### src/phy_mgmt_pkg.sv
// Constants, field layouts and carriers for the PHY management register bank
package phy_mgmt_pkg;

    // ------------------------------------------------------------------
    // Register offsets
    // ------------------------------------------------------------------
    localparam logic [4:0] REG_CONTROL   = 5'h00;
    localparam logic [4:0] REG_STATUS    = 5'h01;
    localparam logic [4:0] REG_ID_HI     = 5'h02;
    localparam logic [4:0] REG_ID_LO     = 5'h03;
    localparam logic [4:0] REG_ADVERT    = 5'h04;
    localparam logic [4:0] REG_PARTNER   = 5'h05;
    localparam logic [4:0] REG_CONFIG1   = 5'h10;
    localparam logic [4:0] REG_CONFIG2   = 5'h11;
    localparam logic [4:0] REG_STAT_OUT  = 5'h12;
    localparam logic [4:0] REG_MASK      = 5'h13;

    // ------------------------------------------------------------------
    // Control field positions and reset value
    // ------------------------------------------------------------------
    localparam int CTL_SOFT_RESET   = 15;
    localparam int CTL_LOOP_BACK    = 14;
    localparam int CTL_SPEED        = 13;
    localparam int CTL_AUTONEG_EN   = 12;
    localparam int CTL_POWER_DOWN   = 11;
    localparam int CTL_ISOLATE      = 10;
    localparam int CTL_AUTONEG_RST  = 9;
    localparam int CTL_DUPLEX       = 8;
    localparam int CTL_COL_TEST     = 7;
    localparam logic [15:0] CONTROL_RESET = 16'h3400;

    // ------------------------------------------------------------------
    // Fixed status bits: capabilities, reserved zeros, extended regs
    // ------------------------------------------------------------------
    localparam logic [15:0] STATUS_FIXED = 16'h7809;
    localparam int STS_AUTONEG_DONE = 5;
    localparam int STS_REMOTE_FAULT = 4;
    localparam int STS_LINK_UP      = 2;
    localparam int STS_JABBER       = 1;

    // ------------------------------------------------------------------
    // Management frame and timing constants
    // ------------------------------------------------------------------
    localparam logic [5:0]  PREAMBLE_ONES   = 6'h20;
    localparam logic [4:0]  ADDR_BITS_LAST  = 5'h09;
    localparam logic [4:0]  DATA_BITS_LAST  = 5'h0F;
    localparam int          CLK_HZ          = 25000000;
    localparam int          SOFT_RESET_MS   = 50;
    localparam int          SOFT_RESET_CYCLES = SOFT_RESET_MS * (CLK_HZ / 1000);

    // Operating mode handed to the PHY datapath
    typedef struct packed {
        logic loopBackEn;
        logic speed100;
        logic fullDuplex;
        logic powerDownReq;
        logic isolateDataIf;
        logic collisionTestEn;
    } phy_mode_s;

    // Line conditions reported by the PHY datapath
    typedef struct packed {
        logic linkUp;
        logic remoteFault;
        logic jabber;
        logic autonegComplete;
        logic autonegStarted;
        logic negSpeed100;
        logic negFullDuplex;
    } line_status_s;

endpackage : phy_mgmt_pkg

### src/phy_mgmt_control_status_regs.sv
// Control and status registers of the PHY behind the MII management port
module phy_mgmt_control_status_regs #(
    parameter int RESET_CYCLES = phy_mgmt_pkg::SOFT_RESET_CYCLES
) (
    // Clock and reset
    input  wire logic                       clk,
    input  wire logic                       rst_n,
    // Management serial port
    input  wire logic                       mdc,
    input  wire logic                       mdioIn,
    output logic                            mdioOut,
    output logic                            mdioOe_n,
    input  wire logic [4:0]                 phyAddr,
    // PHY datapath
    input  wire phy_mgmt_pkg::line_status_s lineStatus,
    output phy_mgmt_pkg::phy_mode_s         phyMode,
    output logic                            autonegRestart,
    output logic                            softResetActive
);
    import phy_mgmt_pkg::*;

    typedef enum {
        FR_PREAMBLE,
        FR_START,
        FR_OPCODE,
        FR_ADDR,
        FR_TURN,
        FR_DATA
    } frame_e;

    // ------------------------------------------------------------------
    // Input synchronisers
    // ------------------------------------------------------------------
    logic        mdcS1;
    logic        mdcS2;
    logic        mdcS3;
    logic        mdcLevel;
    logic        mdioS1;
    logic        mdioS2;
    logic        mdioS3;
    logic        mdcRise;
    logic        bitIn;

    // Three stages for clock and data, edge taken once stages two and three agree
    always_ff @(posedge clk or negedge rst_n) begin
        if (!rst_n) begin
            mdcS1  <= 1'b1;
            mdcS2  <= 1'b1;
            mdcS3  <= 1'b1;
            mdioS1 <= 1'b1;
            mdioS2 <= 1'b1;
            mdioS3 <= 1'b1;
        end else begin
            mdcS1  <= mdc;
            mdcS2  <= mdcS1;
            mdcS3  <= mdcS2;
            mdioS1 <= mdioIn;
            mdioS2 <= mdioS1;
            mdioS3 <= mdioS2;
        end
    end

    // Accepted clock level
    always_ff @(posedge clk or negedge rst_n) begin
        if (!rst_n) begin
            mdcLevel <= 1'b1;
        end else if (mdcS2 == mdcS3) begin
            mdcLevel <= mdcS3;
        end
    end

    assign mdcRise = mdcS2 & mdcS3 & ~mdcLevel;
    assign bitIn   = mdioS3;

    // ------------------------------------------------------------------
    // Register state
    // ------------------------------------------------------------------
    logic [15:0] ctrlReg;
    logic        resetBusy;
    logic [31:0] resetCount;
    logic        resetDone;
    logic        restartPending;
    logic        remoteFaultLatch;
    logic        linkLowLatch;
    logic        jabberLatch;
    logic        autonegEn;
    logic        effSpeed100;
    logic        effFullDuplex;
    logic [15:0] controlView;
    logic [15:0] statusView;
    logic [15:0] readMux;

    // ------------------------------------------------------------------
    // Frame receiver state
    // ------------------------------------------------------------------
    frame_e      state;
    logic [5:0]  preCount;
    logic [4:0]  bitCount;
    logic        opFirst;
    logic        opRead;
    logic [9:0]  addrShift;
    logic [4:0]  regAddr;
    logic        addrHit;
    logic [15:0] dataShift;
    logic [15:0] readShift;
    logic        wrStrobe;
    logic        statusRdPulse;
    logic [9:0]  addrFull;

    assign addrFull = {addrShift[8:0], bitIn};

    // Management frame decoder: preamble, start, opcode, address, turnaround, data
    always_ff @(posedge clk or negedge rst_n) begin
        if (!rst_n) begin
            state         <= FR_PREAMBLE;
            preCount      <= 6'h00;
            bitCount      <= 5'h00;
            opFirst       <= 1'b0;
            opRead        <= 1'b0;
            addrShift     <= 10'h000;
            regAddr       <= 5'h00;
            addrHit       <= 1'b0;
            dataShift     <= 16'h0000;
            readShift     <= 16'h0000;
            wrStrobe      <= 1'b0;
            statusRdPulse <= 1'b0;
            mdioOut       <= 1'b1;
            mdioOe_n      <= 1'b1;
        end else begin
            wrStrobe      <= 1'b0;
            statusRdPulse <= 1'b0;
            if (mdcRise) begin
                case (state)
                    FR_PREAMBLE: begin
                        // Frames need a full preamble, none is accepted without
                        if (bitIn) begin
                            if (preCount != PREAMBLE_ONES) begin
                                preCount <= preCount + 6'h01;
                            end
                        end else if (preCount == PREAMBLE_ONES) begin
                            state <= FR_START;
                        end else begin
                            preCount <= 6'h00;
                        end
                    end
                    FR_START: begin
                        preCount <= 6'h00;
                        bitCount <= 5'h00;
                        state    <= bitIn ? FR_OPCODE : FR_PREAMBLE;
                    end
                    FR_OPCODE: begin
                        if (bitCount == 5'h00) begin
                            opFirst  <= bitIn;
                            bitCount <= 5'h01;
                        end else if (opFirst != bitIn) begin
                            opRead   <= opFirst;
                            bitCount <= 5'h00;
                            state    <= FR_ADDR;
                        end else begin
                            state <= FR_PREAMBLE;
                        end
                    end
                    FR_ADDR: begin
                        addrShift <= addrFull;
                        bitCount  <= bitCount + 5'h01;
                        if (bitCount == ADDR_BITS_LAST) begin
                            regAddr  <= addrFull[4:0];
                            addrHit  <= (addrFull[9:5] == phyAddr);
                            bitCount <= 5'h00;
                            state    <= FR_TURN;
                        end
                    end
                    FR_TURN: begin
                        bitCount <= bitCount + 5'h01;
                        if (bitCount == 5'h00) begin
                            // Snapshot read data; status read clears the latches
                            readShift <= readMux;
                            if (opRead && addrHit) begin
                                mdioOut       <= 1'b0;
                                mdioOe_n      <= 1'b0;
                                statusRdPulse <= (regAddr == REG_STATUS);
                            end
                        end else begin
                            bitCount <= 5'h00;
                            state    <= FR_DATA;
                            if (opRead && addrHit) begin
                                mdioOut   <= readShift[15];
                                readShift <= {readShift[14:0], 1'b0};
                            end
                        end
                    end
                    FR_DATA: begin
                        bitCount  <= bitCount + 5'h01;
                        dataShift <= {dataShift[14:0], bitIn};
                        if (opRead && addrHit) begin
                            mdioOut   <= readShift[15];
                            readShift <= {readShift[14:0], 1'b0};
                        end
                        if (bitCount == DATA_BITS_LAST) begin
                            mdioOut  <= 1'b1;
                            mdioOe_n <= 1'b1;
                            wrStrobe <= ~opRead & addrHit;
                            preCount <= 6'h00;
                            state    <= FR_PREAMBLE;
                        end
                    end
                    default: begin
                        state <= FR_PREAMBLE;
                    end
                endcase
            end
        end
    end

    // ------------------------------------------------------------------
    // Read decode
    // ------------------------------------------------------------------
    assign autonegEn = ctrlReg[CTL_AUTONEG_EN];

    // Control view: reset bit busy flag, restart bit gated by enable
    always_comb begin
        controlView                  = ctrlReg;
        controlView[CTL_SOFT_RESET]  = resetBusy;
        controlView[CTL_AUTONEG_RST] = restartPending & autonegEn;
    end

    // Status view: fixed capability bits plus live and latched flags
    always_comb begin
        statusView    = STATUS_FIXED;
        statusView[STS_AUTONEG_DONE] = lineStatus.autonegComplete & autonegEn;
        statusView[STS_REMOTE_FAULT] = remoteFaultLatch;
        statusView[STS_LINK_UP]      = lineStatus.linkUp & ~linkLowLatch;
        statusView[STS_JABBER]       = jabberLatch & ~effSpeed100;
    end

    // Offsets not held here read back as zero
    always_comb begin
        case (regAddr)
            REG_CONTROL: readMux = controlView;
            REG_STATUS:  readMux = statusView;
            default:     readMux = 16'h0000;
        endcase
    end

    // ------------------------------------------------------------------
    // Soft reset sequencer
    // ------------------------------------------------------------------
    // Busy from the write until the ready time has elapsed
    always_ff @(posedge clk or negedge rst_n) begin
        if (!rst_n) begin
            resetBusy  <= 1'b0;
            resetCount <= 32'h00000000;
            resetDone  <= 1'b0;
        end else begin
            resetDone <= 1'b0;
            if (resetBusy) begin
                if (resetCount == 32'(RESET_CYCLES - 1)) begin
                    resetBusy <= 1'b0;
                    resetDone <= 1'b1;
                end else begin
                    resetCount <= resetCount + 32'h00000001;
                end
            end else if (wrStrobe && regAddr == REG_CONTROL
                         && dataShift[CTL_SOFT_RESET]) begin
                resetBusy  <= 1'b1;
                resetCount <= 32'h00000000;
            end
        end
    end

    // ------------------------------------------------------------------
    // Control register
    // ------------------------------------------------------------------
    // Writes land unless a soft reset is running or the write sets the reset bit; defaults return at its end
    always_ff @(posedge clk or negedge rst_n) begin
        if (!rst_n) begin
            ctrlReg <= CONTROL_RESET;
        end else if (resetDone) begin
            ctrlReg <= CONTROL_RESET;
        end else if (wrStrobe && regAddr == REG_CONTROL && !resetBusy
                     && !dataShift[CTL_SOFT_RESET]) begin
            ctrlReg                  <= dataShift;
            ctrlReg[CTL_SOFT_RESET]  <= 1'b0;
            ctrlReg[CTL_AUTONEG_RST] <= 1'b0;
        end
    end

    // Negotiation restart request, held until the negotiator starts, negotiation is disabled or a soft reset ends
    always_ff @(posedge clk or negedge rst_n) begin
        if (!rst_n) begin
            restartPending <= 1'b0;
        end else begin
            if (resetDone || !autonegEn || lineStatus.autonegStarted) begin
                restartPending <= 1'b0;
            end
            if (wrStrobe && regAddr == REG_CONTROL && !resetBusy
                && !dataShift[CTL_SOFT_RESET]
                && dataShift[CTL_AUTONEG_RST] && dataShift[CTL_AUTONEG_EN]) begin
                restartPending <= 1'b1;
            end
        end
    end

    // ------------------------------------------------------------------
    // Latched status flags, set wins over a clearing read
    // ------------------------------------------------------------------
    always_ff @(posedge clk or negedge rst_n) begin
        if (!rst_n) begin
            remoteFaultLatch <= 1'b0;
            linkLowLatch     <= 1'b0;
            jabberLatch      <= 1'b0;
        end else if (resetDone) begin
            remoteFaultLatch <= 1'b0;
            linkLowLatch     <= 1'b0;
            jabberLatch      <= 1'b0;
        end else begin
            if (statusRdPulse) begin
                remoteFaultLatch <= 1'b0;
                linkLowLatch     <= 1'b0;
                jabberLatch      <= 1'b0;
            end
            if (lineStatus.remoteFault) begin
                remoteFaultLatch <= 1'b1;
            end
            if (!lineStatus.linkUp) begin
                linkLowLatch <= 1'b1;
            end
            if (lineStatus.jabber && !effSpeed100) begin
                jabberLatch <= 1'b1;
            end
        end
    end

    // ------------------------------------------------------------------
    // Operating mode outputs
    // ------------------------------------------------------------------
    // Negotiated result overrides manual speed and duplex
    always_comb begin
        if (autonegEn) begin
            effSpeed100   = lineStatus.negSpeed100;
            effFullDuplex = lineStatus.negFullDuplex;
        end else begin
            effSpeed100   = ctrlReg[CTL_SPEED];
            effFullDuplex = ctrlReg[CTL_DUPLEX];
        end
    end

    // Registered mode to the datapath; management port never gated by it
    always_ff @(posedge clk or negedge rst_n) begin
        if (!rst_n) begin
            phyMode         <= '0;
            autonegRestart  <= 1'b0;
            softResetActive <= 1'b0;
        end else begin
            phyMode.loopBackEn      <= ctrlReg[CTL_LOOP_BACK];
            phyMode.speed100        <= effSpeed100;
            phyMode.fullDuplex      <= effFullDuplex;
            phyMode.powerDownReq    <= ctrlReg[CTL_POWER_DOWN];
            phyMode.isolateDataIf   <= ctrlReg[CTL_ISOLATE];
            phyMode.collisionTestEn <= ctrlReg[CTL_COL_TEST];
            autonegRestart          <= restartPending & autonegEn;
            softResetActive         <= resetBusy;
        end
    end

endmodule : phy_mgmt_control_status_regs

### config.mk
export PLATFORM = sky130hd
export DESIGN_NAME = phy_mgmt_control_status_regs
export DESIGN_NICKNAME = d
export VERILOG_FILES = /design/src/phy_mgmt_pkg.sv /design/src/phy_mgmt_control_status_regs.sv
export SDC_FILE = /design/constraint.sdc
export NUM_CORES = 1
export LEC_CHECK = 0
export CELL_PAD_IN_SITES_DETAIL_PLACEMENT = 2
export CELL_PAD_IN_SITES_GLOBAL_PLACEMENT = 2
export CORE_UTILIZATION = 46
export CTS_CLUSTER_SIZE = 12
export DETAILED_ROUTE_END_ITERATION = 8
export DONT_BUFFER_PORTS = 1
export PLACE_DENSITY_LB_ADDON = 0.1
export SYNTH_ARGS = -nofsm -noshare
export SYNTH_HDL_FRONTEND = slang
export SYNTH_SLANG_ARGS = --single-unit
export TNS_END_PERCENT = 1
### constraint.sdc
create_clock -name clk -period 7.24 [get_ports clk]
set_input_delay 0.724 -clock clk [delete_from_list [all_inputs] [get_ports clk]]
set_output_delay 0.724 -clock clk [all_outputs]
set_load 0.02 [all_outputs]
==> flow_metrics.env, run 1 <==
export IMPL_tns_ps=0
export IMPL_ctsResizeCount=0
export IMPL_holdWs_ps=128
export IMPL_fin_worst_skew_ps=13.1
export IMPL_post_drt_wl_per_cell_um=22.8
export IMPL_holdBufCountCts=1
export IMPL_cts_tree="yes"
export IMPL_setup_viol=0
export IMPL_nFillCells=1249
export IMPL_synth_area_leaders="dfrtp_1, mux2_2, dfstp_2"
export IMPL_max_slew_margin_rel=0.223
export IMPL_antenna_found_initial=0
export IMPL_fin_nets=599
export IMPL_avgSynthCellArea_um2=10.8
export IMPL_synth_area_um2=6150
export IMPL_ys_types=62
export IMPL_die_x_um=118
export IMPL_synth_flop_cell="dfrtp_1"
export IMPL_clock_path_buffers=2
export IMPL_setup_ws_ps=4210
export IMPL_worstMarginPinSlew_ps=1150
export IMPL_overflow=0
export IMPL_critPathLaunchType="flip-flop"
export IMPL_ys_seq_elements=134
export IMPL_grt_pass1_wl_um=28900
export IMPL_multi_input_area_um2=2620
export IMPL_drc=0
export IMPL_dr_first_iter_drc_count=233
export IMPL_hpwl_um=10800
export IMPL_async_flop_share=1.00
export IMPL_layout_worst_path_cycle_share=0.419
export IMPL_io_buffer_count=0
export IMPL_maxCapViolations=0
export IMPL_grt_max_degree=123
export IMPL_drtAntennaViolNets=0
export IMPL_yosysWarnings=0
export IMPL_die_height_um=118
export IMPL_synth_nets=594
export IMPL_grt_pass1_vias=5192
export IMPL_min_period_ps=3030
export IMPL_required_ps=7500
export IMPL_yosys_area_top_type_share=0.496
export IMPL_initial_core_util=0.480
export IMPL_design_power_total_mw=1.69
export IMPL_status="finished, final reports clean"
export IMPL_hold_class="primary input to async pin"
export IMPL_drive_above_1_share=0.156
export IMPL_rsz0062_at_grt="false"
export IMPL_power_density_nw_per_um2=244
export IMPL_p_leak_nw=3.10
export IMPL_routed_wl_um=17300
export IMPL_diodes=0
export IMPL_dieArea_um2=13800
export IMPL_drt_pass1_iter_count=4
export IMPL_boundaryPins=26
export IMPL_maxSlewViolCount=0
export IMPL_synth_edf_count=0
export IMPL_fmax_mhz=330
export IMPL_arrival_ps=3290
export IMPL_endpoint_kind="flip-flop"
export IMPL_yosysSeqAreaShare=0.547
export IMPL_vdd_ir_drop_max_v=0.000173
export IMPL_synth_commonest_cells="dfrtp_1, nor2_1, nand2_1"
export IMPL_yosysMostFrequentCell="dfrtp_1"
export IMPL_viasPerCell=5.97
export IMPL_clk_pin_slew_ps=60
export IMPL_numCtsBuffers=17
export IMPL_num_rows=41
export IMPL_vias=4539
export IMPL_finalHoldViolCount=0
export IMPL_seqCellArea_um2=3370
export IMPL_setup_worst_path_class="flip-flop to flip-flop"
export IMPL_final_util=0.541
export IMPL_area_delta_synth_final_pct=12.7
export IMPL_yosys_area_top_type="dfrtp_1"
export IMPL_cts_htree_levels=4
export IMPL_clk_insertion_delay_late_ps=440
export IMPL_synthCells=570
export IMPL_clockRootBuffer="clkbuf_16"
export IMPL_post_cts_buffers=0
export IMPL_preCtsSetupSlack_ps=4350
export IMPL_place_congestion=0.782
export IMPL_worstPathMaxFanout=25
export IMPL_grt_total_usage=0.274
export IMPL_cts_sinks=134
export IMPL_core_area_um2=12800
## report_power, final
part	leakage, nW	internal, mW	switching [mW]
clock	0.289	0.552	0.332
combinational	1.02	0.0121	0.0269
sequential	1.79	0.759	0.00789
total	3.10	1.32	0.366
## sequential cells by signal, summed over array words and instances, names as in the netlist, 3 cells and up
name,flops
bitCount,5
state,3
regAddr,5
ctrlReg,14
phyMode,6
dataShift,16
addrShift,9
readShift,16
preCount,6
resetCount,32
## per-stage QoR
step / instance area (µm²) / cells
floorplan: 6150 / 570
global placement: 6310 / 727
detailed placement: 6310 / 727
CTS: 6940 / 760
global route: 6940 / 760
finish: 6940 / 760
## layer usage
metal,global-route usage,routed length (µm),vias up
li1,-,-,2053
met1,0.339,7500,2387
met2,0.466,9010,68
met3,0.0596,407,31
met4,0.110,430,0
met5,0,0,-
## worst max-delay path: stages (launching register included)
cell and delay [ps]:
dfrtp_1 380, nor4_1 560, nor2b_1 790, and4_1 970
a21oi_1 150
## cells by family after synthesis
kind of cell	after synthesis	synth area share
buffers and inverters	37	0.0260
multiplexers	46	0.0818
AND/OR/NAND/NOR	223	0.188
XOR/XNOR	26	0.0370
AO/OA/AOI/OAI	96	0.104
adder cells (fa/ha/maj)	8	0.0163
flip-flops	134	0.547
## path summary, 6_finish.rpt
check | start | to | slack [ps] | depth (start not counted)
worst min-delay path | rst_n | mdioOe_n | 130 | 0
worst max register to register | regAddr[1] | resetCount[3] | 4210 | 4
worst max-delay path | regAddr[1] | resetCount[3] | 4210 | 4
max in group asynchronous | rst_n | preCount[1] | 6480 | 1
worst min register to register | mdioS1 | mdioS2 | 350 | 0
min in group clk | mdc | mdcS1 | 290 | 0
## area by class of cell
class	count	share of cell area
clock buffers	25	0.0729
clock inverters	7	0.0135
inverters	17	0.00920
multi-input cells	399	0.378
flip-flops and latches	134	0.486
well taps	172	0.0310
repair buffers	6	0.00938
## cells in the final DEF (no fill, tap or decap), types with 4 or more instances in the layout
cell type	instances
a211o_1	4
a21oi_1	22
a22oi_1	7
buf_4	5
clkbuf_16	17
clkbuf_8	5
dfrtp_1	122
dfstp_2	12
ha_1	8
inv_1	17
mux2_2	34
mux2i_1	12
nand2_1	48
nand2b_1	8
nand3_1	32
nand4_1	17
nor2_1	56
nor2b_1	7
nor3_1	12
nor4_1	6
o211ai_1	4
o21ai_0	26
o2bb2ai_1	5
o31ai_1	5
or3_1	7
or4_1	4
xnor2_1	9
xor2_1	17
No activity file was read; power rests on OpenSTA's default activity.
==> run 2, diff against run 1 <==
- CORE_UTILIZATION: 46 -> 38
- clock period: 7.24 -> 2.6 ns (I/O delays scaled with it)
==> flow_metrics.env, run 2 (synthesis gave the netlist of run 1 again) <==
export IMPL_clk_insertion_delay_late_ps=430
export IMPL_combPwrFrac=0.016
export IMPL_grt_pass1_wl_um=25900
export IMPL_dr_first_iter_drc_count=184
export IMPL_p_int_mw=3.50
export IMPL_reg_top3="resetCount x32, dataShift x16, readShift x16"
export IMPL_endpoint_kind="flip-flop"
export IMPL_p_seq_frac=0.465
export IMPL_max_slew_margin_rel=0.500
export IMPL_grt_max_degree=135
export IMPL_final_common_cell="dfrtp_1"
export IMPL_drive_above_1_share=0.174
export IMPL_power_density_nw_per_um2=647
export IMPL_setup_viol=0
export IMPL_rsz0062_at_grt="false"
export IMPL_finalHoldViolCount=134
export IMPL_use_met2=0.345
export IMPL_p_leak_nw=3.15
export IMPL_cts_htree_levels=4
export IMPL_arrival_ps=2790
export IMPL_hpwl_um=10600
export IMPL_vdd_ir_drop_max_v=0.000504
export IMPL_status="finished, violations left"
export IMPL_boundaryPins=26
export IMPL_fin_nets=614
export IMPL_drc=0
export IMPL_initial_core_util=0.389
export IMPL_min_period_ps=2480
export IMPL_post_cts_buffers=0
export IMPL_switching_share=0.237
export IMPL_fmax_mhz=403
export IMPL_worstPathMaxFanout=9
export IMPL_p_switching_mw=1.09
export IMPL_numCtsBuffers=17
export IMPL_grt_pass1_vias=4834
export IMPL_worst_r2r_cell_count=7
export IMPL_top_register="resetCount"
export IMPL_diodes=0
export IMPL_busiest_layer="met2"
export IMPL_viasPerCell=5.40
export IMPL_setup_worst_path_class="flip-flop to flip-flop"
export IMPL_holdBufCountCts=6
export IMPL_post_drt_wl_per_cell_um=19.1
export IMPL_maxSlewViolCount=0
export IMPL_antenna_found_initial=0
export IMPL_cts_tree="yes"
export IMPL_drtAntennaViolNets=0
export IMPL_largest_register_ffs=32
export IMPL_use_met3=0.0434
export IMPL_holdWs_ps=-474
export IMPL_clk_pin_slew_ps=70
export IMPL_violations="hold timing"
export IMPL_die_height_um=129
export IMPL_hold_class="primary input to async pin"
export IMPL_dieArea_um2=16700
export IMPL_area_delta_synth_final_pct=15.1
export IMPL_final_cell_mix="dfrtp_1, nor2_1, nand2_1"
export IMPL_cts_sinks=134
export IMPL_critPathLaunchType="flip-flop"
export IMPL_tns_ps=0
export IMPL_routed_wl_um=15600
export IMPL_grt_total_usage=0.206
export IMPL_pwr_share_clk=0.519
export IMPL_num_rows=46
export IMPL_fin_worst_skew_ps=11.8
export IMPL_vias=4426
export IMPL_overflow=0
export IMPL_core_area_um2=15800
export IMPL_drt_pass1_iter_count=4
export IMPL_maxCapViolations=0
export IMPL_use_met1=0.260
export IMPL_worstMarginPinSlew_ps=750
export IMPL_clock_path_buffers=2
export IMPL_place_congestion=0.771
export IMPL_clockRootBuffer="clkbuf_16"
export IMPL_required_ps=2900
export IMPL_layout_worst_path_cycle_share=0.955
export IMPL_nFillCells=1656
export IMPL_die_x_um=129
export IMPL_io_buffer_count=0
run 2: cell count changes in the layout (fill, tap and decap cells not counted), moves of 3 or more:
cell           previous run  this run
buf_4                     5        15
dlygate4sd3_1             0         6
inv_6                     0         6
clkbuf_8                  5         0
clkbuf_1                  3         0
inv_8                     0         3
run 2: cell type report:
cell class | instances | area (µm²) | area share
Sequential cell | 134 | 3370 | 0.476
Multi-Input combinational cell | 399 | 2620 | 0.370
Clock buffer | 17 | 425 | 0.0601
Tap cell | 216 | 270 | 0.0382
Timing Repair Buffer | 21 | 173 | 0.0244
Clock inverter | 15 | 158 | 0.0223
Inverter | 17 | 63.8 | 0.00901
run 2: routing by layer:
layer  vias up  routed length, µm  part of all wire
met1      2274               7170              0.46
met4         0                286             0.018
li1       2089                  -                 -
met3        23                360             0.023
met2        40               7830              0.50
met5         -                  0                 0
run 2: power by group through the flow:
stage	sequential, mW	clock, mW	combinational [mW]
6_report	2.13	2.38	0.0724
5_1_grt	2.14	2.54	0.0819
4_1_cts	2.13	2.45	0.0755
3_5_place_dp	2.17	0	0.0643
3_3_place_gp	2.17	0	0.0592
2_1_floorplan	2.16	0	0.0498
run 2: metrics by stage:
stage | cell area [µm²] | total power [mW] | worst slack (ps) | utilization | instances
after CTS | 7080 | 4.66 | 82.5 | 0.447 | 819
after global routing | 7080 | 4.75 | 3.49 | 0.448 | 819
after floorplan | 6150 | 2.21 | 238 | - | 570
after global placement | 6440 | 2.23 | 275 | 0.407 | 781
final | 7080 | 4.59 | 116 | 0.448 | 819
after detailed placement | 6440 | 2.23 | 191 | 0.407 | 781
run 2: critical path: stages (launching register included):
cell	delay [ps]
dfrtp_2	460
inv_1	110
ha_1	180
or4b_4	520
or4_4	570
and2_4	210
a22oi_1	190
nand2_1	110
run 2: worst paths after layout:
path | start | endpoint | slack, ps
max | bitCount[0] | readShift[10] | 120
min | rst_n | bitCount[3] | -470
max reg2reg | bitCount[0] | readShift[10] | 120
min reg2reg | mdioS1 | mdioS2 | 360
max in group asynchronous | rst_n | ctrlReg[12] | 2700
min in group clk | lineStatus[5] | remoteFaultLatch | 20
run 2: what timing repair did:
item	CTS	global route
endpoints found under the hold margin	140	134
setup endpoints to repair	0	2
resized for setup	0	2
